[src/design/tuple_decoder_pkg.sv]
package tuple_decoder_pkg;

    // ------------------------------------------------------------------
    // Tuple codes and byte markers
    // ------------------------------------------------------------------
    localparam logic [7:0] CODE_CIF         = 8'hc0;
    localparam logic [7:0] CODE_CB          = 8'h04;
    localparam logic [7:0] CODE_PWR         = 8'h08;
    localparam logic [7:0] BYTE_END         = 8'hff;
    localparam logic [7:0] BYTE_ZERO        = 8'h00;
    localparam logic [7:0] MIN_LINK_CIF     = 8'h01;
    localparam logic [7:0] MIN_LINK_CB      = 8'h06;
    localparam logic [7:0] MIN_LINK_PWR_NV  = 8'h06;
    localparam logic [7:0] MIN_LINK_PWR_BUF = 8'h0e;
    localparam logic [7:0] CB_FIELD_SIZE    = 8'h03;
    localparam logic [7:0] METHOD_ATTR      = 8'h00;
    localparam logic [7:0] METHOD_COMMON    = 8'h01;
    localparam logic [7:0] METHOD_NV        = 8'h80;

    // ------------------------------------------------------------------
    // Byte positions within a tuple
    // ------------------------------------------------------------------
    localparam logic [7:0] IDX_LINK   = 8'h01;
    localparam logic [7:0] IDX_FIRST  = 8'h02;
    localparam logic [7:0] IDX_LAST   = 8'h03;
    localparam logic [7:0] IDX_PTR_LO = 8'h04;
    localparam logic [7:0] IDX_PTR_HI = 8'h07;
    localparam logic [7:0] IDX_TIME   = 8'h03;
    localparam logic [2:0] SEL_NONE   = 3'h0;
    localparam logic [2:0] SEL_RSVD   = 3'h7;
    localparam int         SEL_W      = 3;
    localparam logic [2:0] MAX_CIF    = 3'h4;
    localparam int         PWR_UNIT_MS = 4;

    // ------------------------------------------------------------------
    // Register map and fields
    // ------------------------------------------------------------------
    localparam int         ADDR_W       = 8;
    localparam logic [7:0] REG_CTRL     = 8'h00;
    localparam logic [7:0] REG_CMD      = 8'h04;
    localparam logic [7:0] REG_STATUS   = 8'h08;
    localparam logic [7:0] REG_IFACE_ID = 8'h0c;
    localparam logic [7:0] REG_IFACE    = 8'h10;
    localparam logic [7:0] REG_CB_LAST  = 8'h14;
    localparam logic [7:0] REG_PTR_RAW  = 8'h18;
    localparam logic [7:0] REG_PTR_OFS  = 8'h1c;
    localparam logic [7:0] REG_PWR      = 8'h20;
    localparam logic [7:0] REG_PWR_MS   = 8'h24;
    localparam int CTRL_ENABLE = 0;
    localparam int CTRL_MULTI  = 1;
    localparam int CTRL_GLOBAL = 2;
    localparam int CTRL_PMREG  = 3;
    localparam int CMD_BEGIN   = 0;
    localparam int CMD_END     = 1;
    localparam int ST_SHORT    = 0;
    localparam int ST_NONZERO  = 1;
    localparam int ST_RSVD     = 2;
    localparam int ST_DUP_PWR  = 3;
    localparam int ST_GLB_PWR  = 4;
    localparam int ST_MANY_CIF = 5;
    localparam int ST_NO_PWR   = 6;
    localparam int ST_CIF_DONE = 7;
    localparam int ST_CB_DONE  = 8;
    localparam int ST_PWR_DONE = 9;
    localparam int STATUS_W    = 10;
    localparam logic [1:0] RESP_OKAY   = 2'h0;
    localparam logic [1:0] RESP_SLVERR = 2'h2;

    typedef enum logic [1:0] {W_IDLE, W_BODY} walk_e;
    typedef enum logic [1:0] {K_NONE, K_CIF, K_CB, K_PWR} kind_e;

    typedef struct packed {
        logic       start;
        logic       valid;
        logic [7:0] data;
    } tuple_byte_s;

endpackage

[src/design/card_config_tuple_decoder.sv]
`timescale 1ns/1ps

module card_config_tuple_decoder
    import tuple_decoder_pkg::*;
(
    input  wire logic              aclk,     // Bus clock
    input  wire logic              aresetn,  // Synchronous reset, active low
    input  wire tuple_byte_s       tuple_in, // Structure bytes from storage
    input  wire logic [ADDR_W-1:0] awaddr,   // Write address
    input  wire logic              awvalid,  // Write address valid
    output logic                   awready,  // Write address ready
    input  wire logic [31:0]       wdata,    // Write data
    input  wire logic [3:0]        wstrb,    // Write byte enables
    input  wire logic              wvalid,   // Write data valid
    output logic                   wready,   // Write data ready
    output logic [1:0]             bresp,    // Write response
    output logic                   bvalid,   // Write response valid
    input  wire logic              bready,   // Write response ready
    input  wire logic [ADDR_W-1:0] araddr,   // Read address
    input  wire logic              arvalid,  // Read address valid
    output logic                   arready,  // Read address ready
    output logic [31:0]            rdata,    // Read data
    output logic [1:0]             rresp,    // Read response
    output logic                   rvalid,   // Read data valid
    input  wire logic              rready    // Read data ready
);

    // ------------------------------------------------------------------
    // State
    // ------------------------------------------------------------------
    typedef struct packed {
        walk_e               walk;
        kind_e               kind;
        logic [7:0]          idx;
        logic [7:0]          link;
        logic [1:0]          id_len;
        logic [3:0]          str_count;
        logic [31:0]         iface_id;
        logic [7:0]          last_index;
        logic [31:0]         status_ptr;
        logic [7:0]          method;
        logic [7:0]          save_restore_duration;
        logic [2:0]          cif_count;
        logic [1:0]          pwr_count;
        logic [STATUS_W-1:0] status;
        logic [3:0]          ctrl;
        logic                awready;
        logic                wready;
        logic                aw_held;
        logic                w_held;
        logic [ADDR_W-1:0]   waddr;
        logic [31:0]         wdata;
        logic [3:0]          wstrb;
        logic                bvalid;
        logic [1:0]          bresp;
        logic                arready;
        logic                rvalid;
        logic [1:0]          rresp;
        logic [31:0]         rdata;
    } state_s;

    localparam state_s STATE_RST = '0;

    state_s s_ff;
    state_s nxt_s;

    // ------------------------------------------------------------------
    // Register read decode
    // ------------------------------------------------------------------
    function automatic logic [33:0] read_reg(input state_s s, input logic [ADDR_W-1:0] a);
        logic [31:0] d;
        logic [1:0]  r;
        d = 32'h0;
        r = RESP_OKAY;
        case (a)
            REG_CTRL:     d[3:0] = s.ctrl;
            REG_CMD:      d = 32'h0;
            REG_STATUS:   d[STATUS_W-1:0] = s.status;
            REG_IFACE_ID: d = s.iface_id;
            REG_IFACE:    d[10:0] = {s.cif_count, s.str_count, s.id_len, 2'h0};
            REG_CB_LAST:  d[10:0] = {s.status_ptr[SEL_W-1:0], s.last_index};
            REG_PTR_RAW:  d = s.status_ptr;
            // Selector bits count as zero within the offset
            REG_PTR_OFS:  d = {s.status_ptr[31:SEL_W], {SEL_W{1'b0}}};
            // Bit 16 tells the host to move state through the buffer
            REG_PWR:      d[16:0] = {s.method != METHOD_NV, s.save_restore_duration, s.method};
            REG_PWR_MS:   d[15:0] = 16'(s.save_restore_duration) * 16'(PWR_UNIT_MS);
            default:      r = RESP_SLVERR;
        endcase
        return {r, d};
    endfunction

    // ------------------------------------------------------------------
    // Next state
    // ------------------------------------------------------------------
    always_comb begin
        logic [STATUS_W-1:0] set;
        logic [STATUS_W-1:0] clr;
        logic [7:0]          b;
        logic [31:0]         ptr;
        logic [1:0]          slot;
        logic                last_byte;
        logic [33:0]         rd;
        set       = '0;
        clr       = '0;
        b         = tuple_in.data;
        ptr       = s_ff.status_ptr;
        slot      = 2'h0;
        last_byte = 1'b0;
        rd        = 34'h0;
        nxt_s     = s_ff;

        // --------------------------------------------------------------
        // Tuple walker
        // --------------------------------------------------------------
        if (tuple_in.valid && s_ff.ctrl[CTRL_ENABLE]) begin
            if (tuple_in.start) begin
                nxt_s.idx       = IDX_LINK;
                nxt_s.walk      = W_BODY;
                nxt_s.str_count = 4'h0;
                case (b)
                    CODE_CIF: begin
                        nxt_s.kind     = K_CIF;
                        nxt_s.iface_id = 32'h0;
                        nxt_s.id_len   = 2'h0;
                        if (s_ff.cif_count == MAX_CIF) begin
                            set[ST_MANY_CIF] = 1'b1;
                        end else begin
                            nxt_s.cif_count = s_ff.cif_count + 3'h1;
                        end
                    end
                    CODE_CB: begin
                        nxt_s.kind       = K_CB;
                        nxt_s.cif_count  = 3'h0;
                        nxt_s.status_ptr = 32'h0;
                    end
                    CODE_PWR: begin
                        nxt_s.kind = K_PWR;
                        if (s_ff.pwr_count != 2'h0) begin
                            set[ST_DUP_PWR] = 1'b1;
                        end
                        if (s_ff.ctrl[CTRL_MULTI] && s_ff.ctrl[CTRL_GLOBAL]) begin
                            set[ST_GLB_PWR] = 1'b1;
                        end
                        if (s_ff.pwr_count != 2'h3) begin
                            nxt_s.pwr_count = s_ff.pwr_count + 2'h1;
                        end
                    end
                    default: begin
                        nxt_s.kind = K_NONE;
                        nxt_s.walk = W_IDLE;
                    end
                endcase
            end else if (s_ff.walk == W_BODY) begin
                nxt_s.idx = s_ff.idx + 8'h1;
                last_byte = ({1'b0, s_ff.idx} == {1'b0, s_ff.link} + 9'h1);
                if (s_ff.idx == IDX_LINK) begin
                    nxt_s.link = b;
                    last_byte  = (b == 8'h0);
                    // A CIF, CB or save/restore link too short for its tuple kind
                    if ((s_ff.kind == K_CIF && b < MIN_LINK_CIF) ||
                        (s_ff.kind == K_CB && b < MIN_LINK_CB) ||
                        (s_ff.kind == K_PWR && b < MIN_LINK_PWR_NV)) begin
                        set[ST_SHORT] = 1'b1;
                    end
                end else begin
                    case (s_ff.kind)
                        K_CIF: begin
                            if (s_ff.idx == IDX_FIRST) begin
                                nxt_s.iface_id = {24'h0, b};
                                nxt_s.id_len   = b[7:6];
                            end else if (s_ff.idx <= IDX_FIRST + {6'h0, s_ff.id_len}) begin
                                slot = s_ff.idx[1:0] + 2'h2;
                                nxt_s.iface_id[{slot, 3'h0} +: 8] = b;
                            end else if (b == BYTE_END) begin
                                last_byte = 1'b1;
                            end else if (b == BYTE_ZERO && s_ff.str_count != 4'hf) begin
                                nxt_s.str_count = s_ff.str_count + 4'h1;
                            end
                            if (last_byte) begin
                                set[ST_CIF_DONE] = 1'b1;
                            end
                        end
                        K_CB: begin
                            if (s_ff.idx == IDX_FIRST && b != CB_FIELD_SIZE) begin
                                set[ST_NONZERO] = 1'b1;
                            end
                            if (s_ff.idx == IDX_LAST) begin
                                nxt_s.last_index = b;
                                if (b[7:6] != 2'h0) begin
                                    set[ST_NONZERO] = 1'b1;
                                end
                            end
                            if (s_ff.idx >= IDX_PTR_LO && s_ff.idx <= IDX_PTR_HI) begin
                                slot = s_ff.idx[1:0];
                                ptr[{slot, 3'h0} +: 8] = b;
                                nxt_s.status_ptr = ptr;
                            end
                            if (s_ff.idx == IDX_PTR_HI) begin
                                set[ST_CB_DONE] = 1'b1;
                                // Only selectors 1-6 are legal memory spaces
                                if (ptr[SEL_W-1:0] == SEL_RSVD) begin
                                    set[ST_RSVD] = 1'b1;
                                end
                                if (ptr[SEL_W-1:0] == SEL_NONE && ptr[31:SEL_W] != '0) begin
                                    set[ST_NONZERO] = 1'b1;
                                end
                            end
                            // Subtuple area past the pointer is skipped unread
                        end
                        K_PWR: begin
                            if (s_ff.idx == IDX_FIRST) begin
                                nxt_s.method = b;
                                if (b != METHOD_ATTR && b != METHOD_COMMON &&
                                    b != METHOD_NV) begin
                                    set[ST_RSVD] = 1'b1;
                                end
                                if (s_ff.link < ((b == METHOD_NV) ? MIN_LINK_PWR_NV
                                                                  : MIN_LINK_PWR_BUF)) begin
                                    set[ST_SHORT] = 1'b1;
                                end
                            end
                            if (s_ff.idx == IDX_TIME) begin
                                nxt_s.save_restore_duration   = b;
                                set[ST_PWR_DONE] = 1'b1;
                            end
                        end
                        default: begin
                            last_byte = 1'b1;
                        end
                    endcase
                end
                if (last_byte) begin
                    nxt_s.walk = W_IDLE;
                end
            end
        end

        // --------------------------------------------------------------
        // Write channel: address and data taken in either order
        // --------------------------------------------------------------
        if (awvalid && s_ff.awready) begin
            nxt_s.aw_held = 1'b1;
            nxt_s.waddr   = awaddr;
        end
        if (wvalid && s_ff.wready) begin
            nxt_s.w_held = 1'b1;
            nxt_s.wdata  = wdata;
            nxt_s.wstrb  = wstrb;
        end
        if (s_ff.bvalid && bready) begin
            nxt_s.bvalid = 1'b0;
        end
        if (s_ff.aw_held && s_ff.w_held && !s_ff.bvalid) begin
            nxt_s.aw_held = 1'b0;
            nxt_s.w_held  = 1'b0;
            nxt_s.bvalid  = 1'b1;
            nxt_s.bresp   = RESP_OKAY;
            case (s_ff.waddr)
                REG_CTRL: begin
                    if (s_ff.wstrb[0]) begin
                        nxt_s.ctrl = s_ff.wdata[3:0];
                    end
                end
                REG_CMD: begin
                    if (s_ff.wstrb[0] && s_ff.wdata[CMD_BEGIN]) begin
                        nxt_s.pwr_count = 2'h0;
                        nxt_s.cif_count = 3'h0;
                    end
                    if (s_ff.wstrb[0] && s_ff.wdata[CMD_END] && s_ff.ctrl[CTRL_MULTI] &&
                        s_ff.ctrl[CTRL_PMREG] && s_ff.pwr_count == 2'h0) begin
                        set[ST_NO_PWR] = 1'b1;
                    end
                end
                REG_STATUS: begin
                    if (s_ff.wstrb[0]) begin
                        clr[7:0] = s_ff.wdata[7:0];
                    end
                    if (s_ff.wstrb[1]) begin
                        clr[STATUS_W-1:8] = s_ff.wdata[STATUS_W-1:8];
                    end
                end
                REG_IFACE_ID, REG_IFACE, REG_CB_LAST, REG_PTR_RAW,
                REG_PTR_OFS, REG_PWR, REG_PWR_MS: begin
                    nxt_s.bresp = RESP_OKAY;
                end
                default: begin
                    nxt_s.bresp = RESP_SLVERR;
                end
            endcase
        end
        nxt_s.awready = !nxt_s.aw_held && !nxt_s.bvalid;
        nxt_s.wready  = !nxt_s.w_held && !nxt_s.bvalid;

        // Event set wins over a clear in the same cycle
        nxt_s.status = (s_ff.status & ~clr) | set;

        // --------------------------------------------------------------
        // Read channel
        // --------------------------------------------------------------
        if (s_ff.rvalid && rready) begin
            nxt_s.rvalid = 1'b0;
        end
        if (arvalid && s_ff.arready) begin
            rd           = read_reg(s_ff, araddr);
            nxt_s.rvalid = 1'b1;
            nxt_s.rresp  = rd[33:32];
            nxt_s.rdata  = rd[31:0];
        end
        nxt_s.arready = !nxt_s.rvalid;
    end

    // ------------------------------------------------------------------
    // State register
    // ------------------------------------------------------------------
    always_ff @(posedge aclk) begin
        if (!aresetn) begin
            s_ff <= STATE_RST;
        end else begin
            s_ff <= nxt_s;
        end
    end

    assign awready = s_ff.awready;
    assign wready  = s_ff.wready;
    assign bvalid  = s_ff.bvalid;
    assign bresp   = s_ff.bresp;
    assign arready = s_ff.arready;
    assign rvalid  = s_ff.rvalid;
    assign rresp   = s_ff.rresp;
    assign rdata   = s_ff.rdata;

endmodule // card_config_tuple_decoder

[config.mk]
export PLATFORM = sky130hd
export DESIGN_NAME = card_config_tuple_decoder
export DESIGN_NICKNAME = d
export VERILOG_FILES = /design/src/design/tuple_decoder_pkg.sv /design/src/design/card_config_tuple_decoder.sv
export SDC_FILE = /design/constraint.sdc
export NUM_CORES = 1
export LEC_CHECK = 0
export ABC_AREA = 1
export BUFFER_PORTS_ARGS = -buffer_cell sky130_fd_sc_hd__buf_2
export CORE_MARGIN = 1
export CORE_UTILIZATION = 23
export DETAILED_ROUTE_END_ITERATION = 12
export PLACE_DENSITY = 0.41
export SLEW_MARGIN = 30
export SYNTH_ARGS = -nofsm -noshare
export SYNTH_HDL_FRONTEND = slang
export SYNTH_SLANG_ARGS = --single-unit
[constraint.sdc]
create_clock -name aclk -period 2.6 [get_ports aclk]
set_clock_uncertainty 0.15 [all_clocks]
set_input_delay 0.13 -clock aclk [delete_from_list [all_inputs] [get_ports aclk]]
set_output_delay 0.13 -clock aclk [all_outputs]
set_load 0.005 [all_outputs]
==> reports/qor.csv, run 1 <==
metric;value;unit
tns;0;ns
drc;0;
synth-edff-count;0;
slew_violations;0;
period_share;0.9424;
grt_pass1_wl;57930;µm
synthCells;1456;
fmax;408.1;MHz
drtAntennaViolNets;0;
synthSimpleGateAreaFrac;0.2487;
period_needed;2.450;ns
dp_hpwl;27910;µm
status;finished, final reports clean;
synth_seq_cells;193;
synth_top_family_by_area;simple AND/OR/NAND/NOR gates;
synth_flop_cell;dfxtp_1;
synth-adder-area-share;0.01987;
overflow;0;
yosysMostFrequentCell;nand2_1;
htree_levels;4;
grt_max_degree;64;
synthXorXnorAreaFrac;0.007823;
routed_wl;37720;µm
cts_tree;done;
final_nets;1663;
crit_slowest_cell;dfxtp_1;
root_buffer;clkbuf_16;
crit_path_cell_trace;buf_4 > ha_1 > a21oi_1 > nor2_1 > o21ai_0 > nand2_1 > nand3_2 > nand2_4 > a21oi_4 > inv_2 > o21ai_0 > a21oi_1;
num_io_pins;110;
via_count;10090;
n_antenna_cell;0;
path_class;reg2reg;
antenna_found_initial;0;
synth_compound_area_frac;0.2181;
synth.largest_area_cell;dfxtp_1;
rsz0062_at_grt;no;
drt_iter0_drc;670;
syn_area;0.01008;mm²
setup_viol;0;
synth_mux_area_frac;0;
max_slew_margin;0.5152;
clk_latency;0.46;ns
worst-path-max-fanout;11;
power.leakage;4.919;nW
place_ws;0.03930;ns
tightestPinTransition;0.7272;ns
ys_warn_count;0;
async_reset_ff_frac;0;
crit_path_start_kind;register;
place_congestion;0.8798;
synth_top_area_frac;0.3835;
cts.sinks;193;
row_count;76;
routedWlPerCell;17.34;µm
irDropWorstVdd;0.0003502;V
drv_cap;0;
crit_arrival;2.65;ns
coreArea;0.04317;mm²
power;6.057;mW
area_growth;22.31;%
slowest_delay;0.32;ns
clk_pin_slew;0.08;ns
dieHeight;211.3;µm
synth.cells.most_frequent;nand2_1 (281), dfxtp_1 (193), inv_1 (167);
clockBufferDepth;2;
yosysSeqAreaShare;0.3835;
die-area;0.04465;mm²
io_buffers;83;
synth.avg_cell_area;6.920;µm²
cp-end-kind;register;
min_path_type;in2reg;
start_util;0.2334;
grt_pass1_vias;9871;
worst_slack;0.1497;ns
grt.total_usage;0.1716;
die_x;211.3;µm
ys_types;49;
via_per_inst;4.637;
final-hold-violation-count;0;
ys_top_cells_by_area;dfxtp_1 (38%), nand2_1 (10%), a21oi_1 (7.5%);
cts_made_buffers;17;
dr.pass1.iters;5;
worst_ep_required_time;2.80;ns
drive_gt1_frac;0.1552;
p_per_area;491.5;mW/mm²
[report_power, final]
group          switching, mW  total, mW  internal [mW]
Clock                   1.34       2.60           1.26
Combinational          0.271      0.423          0.153
Sequential            0.0284       3.03           3.00
Total                   1.64       6.06           4.42
[layout make-up]
cell class,count,area [µm²]
multi-input combinational,984,5079
sequential,193,3865
timing repair buffer,197,1395
fill,4855,30850
inverter,184,694.4
clock inverter,14,122.6
clock buffer,18,429.2
timing repair inverter,1,7.507
tap,585,732.0
[critical path: cells and delay by family, from the launching register on]
family / cells / cell delay [ns]
and+or+nand+nor: 4 / 0.49
adders and majority gates: 1 / 0.29
buffers and inverters: 2 / 0.31
AOI/OAI and AO/OA: 5 / 0.76
DFF: 1 / 0.32
[timing repair]
| item | 4_1_cts | 5_1_grt |
|---|---|---|
| endpoints found under the setup margin | 0 | 76 |
| hold buffers | 32 | 0 |
| hold endpoints to repair | 47 | 0 |
| resized for setup | 0 | 29 |
| buffers inserted | 0 | 4 |
[kinds of logic (layout without fill, tap and decap cells)]
kind of cell,after synthesis,count (layout)
xor gates and xnor gates,9,9
AOI/OAI and AO/OA,377,378
adders and majority gates,16,16
other,1,2
DFF,193,193
buffers and inverters,281,414
and+or+nand+nor,579,579
[path summary, 6_finish.rpt]
path | start | endpoint | slack, ns | cells after the start
setup / recovery | s_ff[209] | s_ff[179] | 0.15 | 12
setup reg to reg | s_ff[209] | s_ff[179] | 0.15 | 12
hold / removal | araddr[4] | rresp[1] | 0.03 | 5
hold reg to reg | s_ff[84] | awready | 0.28 | 1
[flip-flops by register name (all words and copies together) (netlist names)]
register,cells
arready,1
awready,1
bresp,1
bvalid,1
rdata,32
rresp,1
rvalid,1
s_ff,154
wready,1
[stage by stage]
step,hold WS (ns),util,instances,area (µm²)
final,0.03035,0.2855,2176,12320
after global routing,0.06004,0.2855,2176,12320
after detailed placement,0.2502,0.2621,2106,11320
after CTS,0.01426,0.2823,2170,12190
after floorplan,0.1383,-,1457,10080
after global placement,0.2334,0.2621,2106,11320
[layer usage]
metal,up-vias,GRT usage,routed length (µm)
met4,0,0.05847,967
met1,4773,0.2286,17980
li1,5066,-,-
met5,-,0,0
met2,201,0.2751,17120
met3,50,0.03412,1657
[placed cells by master (no fill, tap or decap), types with 14 or more instances in the layout]
cell and n:
a21oi_1 152, clkbuf_16 17, buf_4 79, o21ai_1 17, nor3_1 25, dlygate4sd3_1 32, nor2_1 133, o21ai_0 110
dfxtp_1 192, nand3_1 88, buf_2 82, ha_1 16, o211ai_1 26, inv_1 166, nand4_1 14, o22ai_1 15
nand2_1 280
Note: power is estimated with default switching activity, not from simulation.
==> run 2: changes to the inputs <==
CORE_UTILIZATION = 40   (was 23)
PLACE_DENSITY = 0.61   (was 0.41)
==> reports/qor.csv, run 2 (synthesized netlist as in run 1, its figures left out) <==
metric;value;unit
status;finished, final reports clean;
rsz0062_at_grt;yes;
place_congestion;0.9700;
area_growth;17.21;%
grt_util_met1;0.3320;
drv_cap;0;
drive_gt1_frac;0.1449;
cts.sinks;193;
clk_latency;0.45;ns
start_util;0.4107;
fin_util;0.4814;
io_buffers;83;
cts_tree;done;
p_per_area;517.1;mW/mm²
regMostFlops;s_ff;
via_per_inst;5.386;
largest_register_ffs;154;
tns;0;ns
n_antenna_cell;0;
coreArea;0.02453;mm²
use_met3;0.03719;
routedWlPerCell;17.15;µm
crit_path_start_kind;register;
cp-end-kind;register;
grt_max_degree;107;
setup_viol;0;
period_share;0.9310;
num_io_pins;110;
final_nets;1640;
tightestPinTransition;0.9030;ns
die_x;160.7;µm
drt_iter0_drc;1017;
max_slew_margin;0.3971;
whs_path_depth;3;
drc;0;
path_class;reg2reg;
die-area;0.02583;mm²
dieHeight;160.7;µm
routed_wl;32420;µm
grt-busiest-layer;met2;
final-hold-violation-count;0;
final_common_cell;nand2_1;
cts_made_buffers;17;
grt_pass1_wl;51030;µm
antenna_found_initial;0;
worst_ep_required_time;2.81;ns
overflow;0;
reg2reg_depth;17;
grt.total_usage;0.2528;
fmax;413.1;MHz
drtAntennaViolNets;0;
worst-path-max-fanout;10;
power.leakage;4.815;nW
root_buffer;clkbuf_16;
dp_hpwl;23650;µm
grt_pass1_vias;9431;
irDropWorstVdd;0.0003492;V
period_needed;2.421;ns
htree_levels;4;
layout_common_cells;nand2_1 (281), dfxtp_1 (193), inv_1 (166), a21oi_1 (152), nor2_1 (135);
min_path_type;in2reg;
grt_use_met2;0.4168;
dr.pass1.iters;6;
row_count;57;
slew_violations;0;
crit_arrival;2.63;ns
clockBufferDepth;2;
via_count;10190;
clk_pin_slew;0.08;ns
-- run 2: cell types whose count changed in the layout (fill, tap and decap cells not counted), sizes merged --
| cell | change |
|---|---|
| buf | -14 |
| dlygate4sd3 | -8 |
| inv | -2 |
| a21oi | -1 |
| bufinv | +1 |
| clkbuf | -1 |
| clkinv | +1 |
-- run 2: worst max-delay path, stage by stage, from the launching register on --
cell	delay [ns]
dfxtp_1	0.35
inv_1	0.06
buf_4	0.18
ha_1	0.24
buf_4	0.17
nor2_1	0.27
nand3_1	0.12
nand3_1	0.14
nand2_1	0.06
nand2_1	0.05
nor2_1	0.04
nand2_1	0.08
nor2_1	0.05
nand2_1	0.11
nand2_1	0.07
nand2_1	0.06
nand2_1	0.05
a21oi_1	0.11
-- run 2: timing repair --
action / 4_1_cts / 5_1_grt
hold buffers: 24 / 0
pin swaps: 0 / 3
setup buffers: 0 / 6
gates cloned: 0 / 1
setup endpoints to repair: 1 / 30
hold endpoints to repair: 27 / 0
gates resized for setup: 1 / 17
-- run 2: path summary, 6_finish.rpt --
check | from | to | slack (ns)
hold / removal | tuple_in[6] | s_ff[160] | 0.02
setup reg to reg | s_ff[208] | s_ff[92] | 0.18
hold reg to reg | s_ff[84] | awready | 0.28
setup / recovery | s_ff[208] | s_ff[92] | 0.18
-- run 2: layer usage --
layer / part of all wire / vias up
li1: - / 5017
met1: 0.44 / 4721
met2: 0.46 / 384
met3: 0.065 / 63
met4: 0.033 / 0
met5: 0 / -
-- run 2: cell type report --
type,instances,area (µm²)
fillers,2496,12720
repair buffers,175,1211
clock inverters,14,171.4
clock buffers,17,425.4
flip-flops and latches,193,3864
repair inverters,1,5.005
inverters,184,694.4
multi-input cells,983,5034
well taps,324,405.4
-- run 2: stage by stage --
step	area (µm²)	std cells	power (mW)	hold WS (ns)	worst slack (ns)
2_1_floorplan	10080	1457	3.313	0.1383	0.05525
3_3_place_gp	10860	1829	3.449	0.2281	0.05427
3_5_place_dp	10860	1829	3.454	0.2340	-0.01652
4_1_cts	11690	1884	6.148	0.006952	0.06281
5_1_grt	11810	1891	6.305	0.04151	0.0006206
6_report	11810	1891	6.107	0.02415	0.1793
-- run 2: report_power, final --
group	internal, mW	switching, mW	leakage, nW
combinational	0.138	0.248	2.97
sequential	3.00	0.0268	1.56
clock	1.37	1.32	0.285
total	4.51	1.59	4.82
==> run 3: changes to the inputs <==
CTS_BUF_LIST = sky130_fd_sc_hd__clkbuf_8   (was default)
PLACE_DENSITY = 0.59   (was 0.61)
clock period = 2.5 ns   (was 2.6 ns; I/O delays follow)
==> reports/qor.csv, run 3 (synthesized netlist as in run 1, its figures left out) <==
metric;value;unit
status;finished, final reports clean;
via_per_inst;5.315;
routedWlPerCell;17.16;µm
worst_ep_required_time;2.74;ns
power;5.771;mW
final_nets;1674;
antenna_found_initial;0;
final_area;0.01195;mm²
dpl_cell_area;0.01096;mm²
cts.sinks;193;
grt_max_degree;53;
io_buffers;83;
cts_tree;done;
grt_pass1_wl;51230;µm
drv_cap;0;
period_needed;2.425;ns
drt_iter0_drc;913;
final_common_cell;nand2_1;
drtAntennaViolNets;0;
place_ws;-0.02343;ns
start_util;0.4107;
max_slew_margin;0.6131;
tns;0;ns
p_per_area;483.0;mW/mm²
largest_register_ffs;154;
root_buffer;clkbuf_8;
rsz0062_at_grt;yes;
final-hold-violation-count;0;
dr.pass1.iters;5;
irDropWorstVdd;0.0002793;V
drc;0;
cts_made_buffers;17;
slew_violations;0;
grt_pass1_vias;9386;
num_io_pins;110;
layout_common_cells;nand2_1 (279), dfxtp_1 (193), inv_1 (165), a21oi_1 (151), nor2_1 (137);
overflow;0;
path_class;reg2reg;
dieHeight;160.7;µm
tightestPinTransition;0.5804;ns
dp_hpwl;24330;µm
regMostFlops;s_ff;
min_path_type;in2reg;
clk_pin_slew;0.12;ns
area_growth;18.59;%
routed_wl;33040;µm
fmax;412.4;MHz
grt.total_usage;0.2545;
setup_viol;0;
clockBufferDepth;2;
n_antenna_cell;0;
via_count;10240;
place_congestion;0.9388;
drive_gt1_frac;0.1536;
die_x;160.7;µm
cp-end-kind;register;
period_share;0.9700;
dp_cells;1844;
htree_levels;4;
crit_path_start_kind;register;
coreArea;0.02453;mm²
clk_latency;0.50;ns
die-area;0.02583;mm²
row_count;57;
worst_slack;0.07496;ns
worst-path-max-fanout;11;
crit_arrival;2.67;ns
power.leakage;4.902;nW
final_cells;1926;
[run 3: cell count changes in the layout (fill, tap and decap cells not counted), sizes merged]
| cell | change |
|---|---|
| a21oi | +1 |
| inv | +1 |
| clkinvlp | -2 |
| clkinv | +2 |
| bufinv | -1 |
| buf | +13 |
| dlygate4sd3 | +20 |
| clkbuf | +1 |
[run 3: routing by layer]
layer / vias up / GRT usage / share of wire / wire length, µm
li1: 5082 / - / - / -
met1: 4729 / 0.3372 / 0.44 / 14690
met2: 369 / 0.4201 / 0.47 / 15460
met3: 57 / 0.03848 / 0.061 / 2003
met4: 0 / 0.08962 / 0.027 / 886
met5: - / 0 / 0 / 0
[run 3: per-stage QoR]
stage	hold slack, ns	util
after floorplan	0.1333	-
after global placement	0.2253	0.4466
after detailed placement	0.2337	0.4466
after CTS	0.0005636	0.4822
after global routing	0.05441	0.4870
final	0.009292	0.4870
[run 3: path summary, 6_finish.rpt]
path | startpoint | to | slack, ns | cells after the start
worst max-delay path | s_ff[209] | s_ff[180] | 0.07 | 13
worst min-delay path | tuple_in[1] | s_ff[155] | 0.009 | 4
worst max register to register | s_ff[209] | s_ff[180] | 0.07 | 13
worst min register to register | s_ff[83] | wready | 0.28 | 1
[run 3: power by group]
group	switching (mW)	internal, mW
Combinational	0.264	0.173
Sequential	0.0290	3.13
Clock	1.38	0.804
Total	1.67	4.10
[run 3: repair_timing]
action                                  in CTS  in global routing
endpoints found under the hold margin       45                  0
setup buffers                                0                  4
hold buffers                                44                  0
endpoints found under the setup margin       1                 50
pin swaps                                    0                  1
gates cloned                                 0                  2
gates resized for setup                      1                 20
[run 3: final cells by class]
| cell class | count | area, µm² |
|---|---|---|
| clock buffer | 18 | 247.7 |
| clock inverter | 14 | 180.2 |
| fill | 2547 | 12580 |
| inverter | 184 | 694.4 |
| multi-input combinational | 984 | 5065 |
| sequential | 193 | 3864 |
| tap | 324 | 405.4 |
| timing repair buffer | 208 | 1488 |
| timing repair inverter | 1 | 5.005 |
[run 3: critical path: stages (launching register included)]
cell     delay (ns)
dfxtp_1        0.35
inv_1          0.06
buf_4          0.15
ha_1           0.22
nand3_1        0.14
nor2_4         0.07
o21ai_1        0.12
nand2_1        0.10
a21oi_2        0.23
nand2_4        0.16
a21oi_4        0.20
inv_2          0.14
o21ai_1        0.16
a21oi_1        0.06
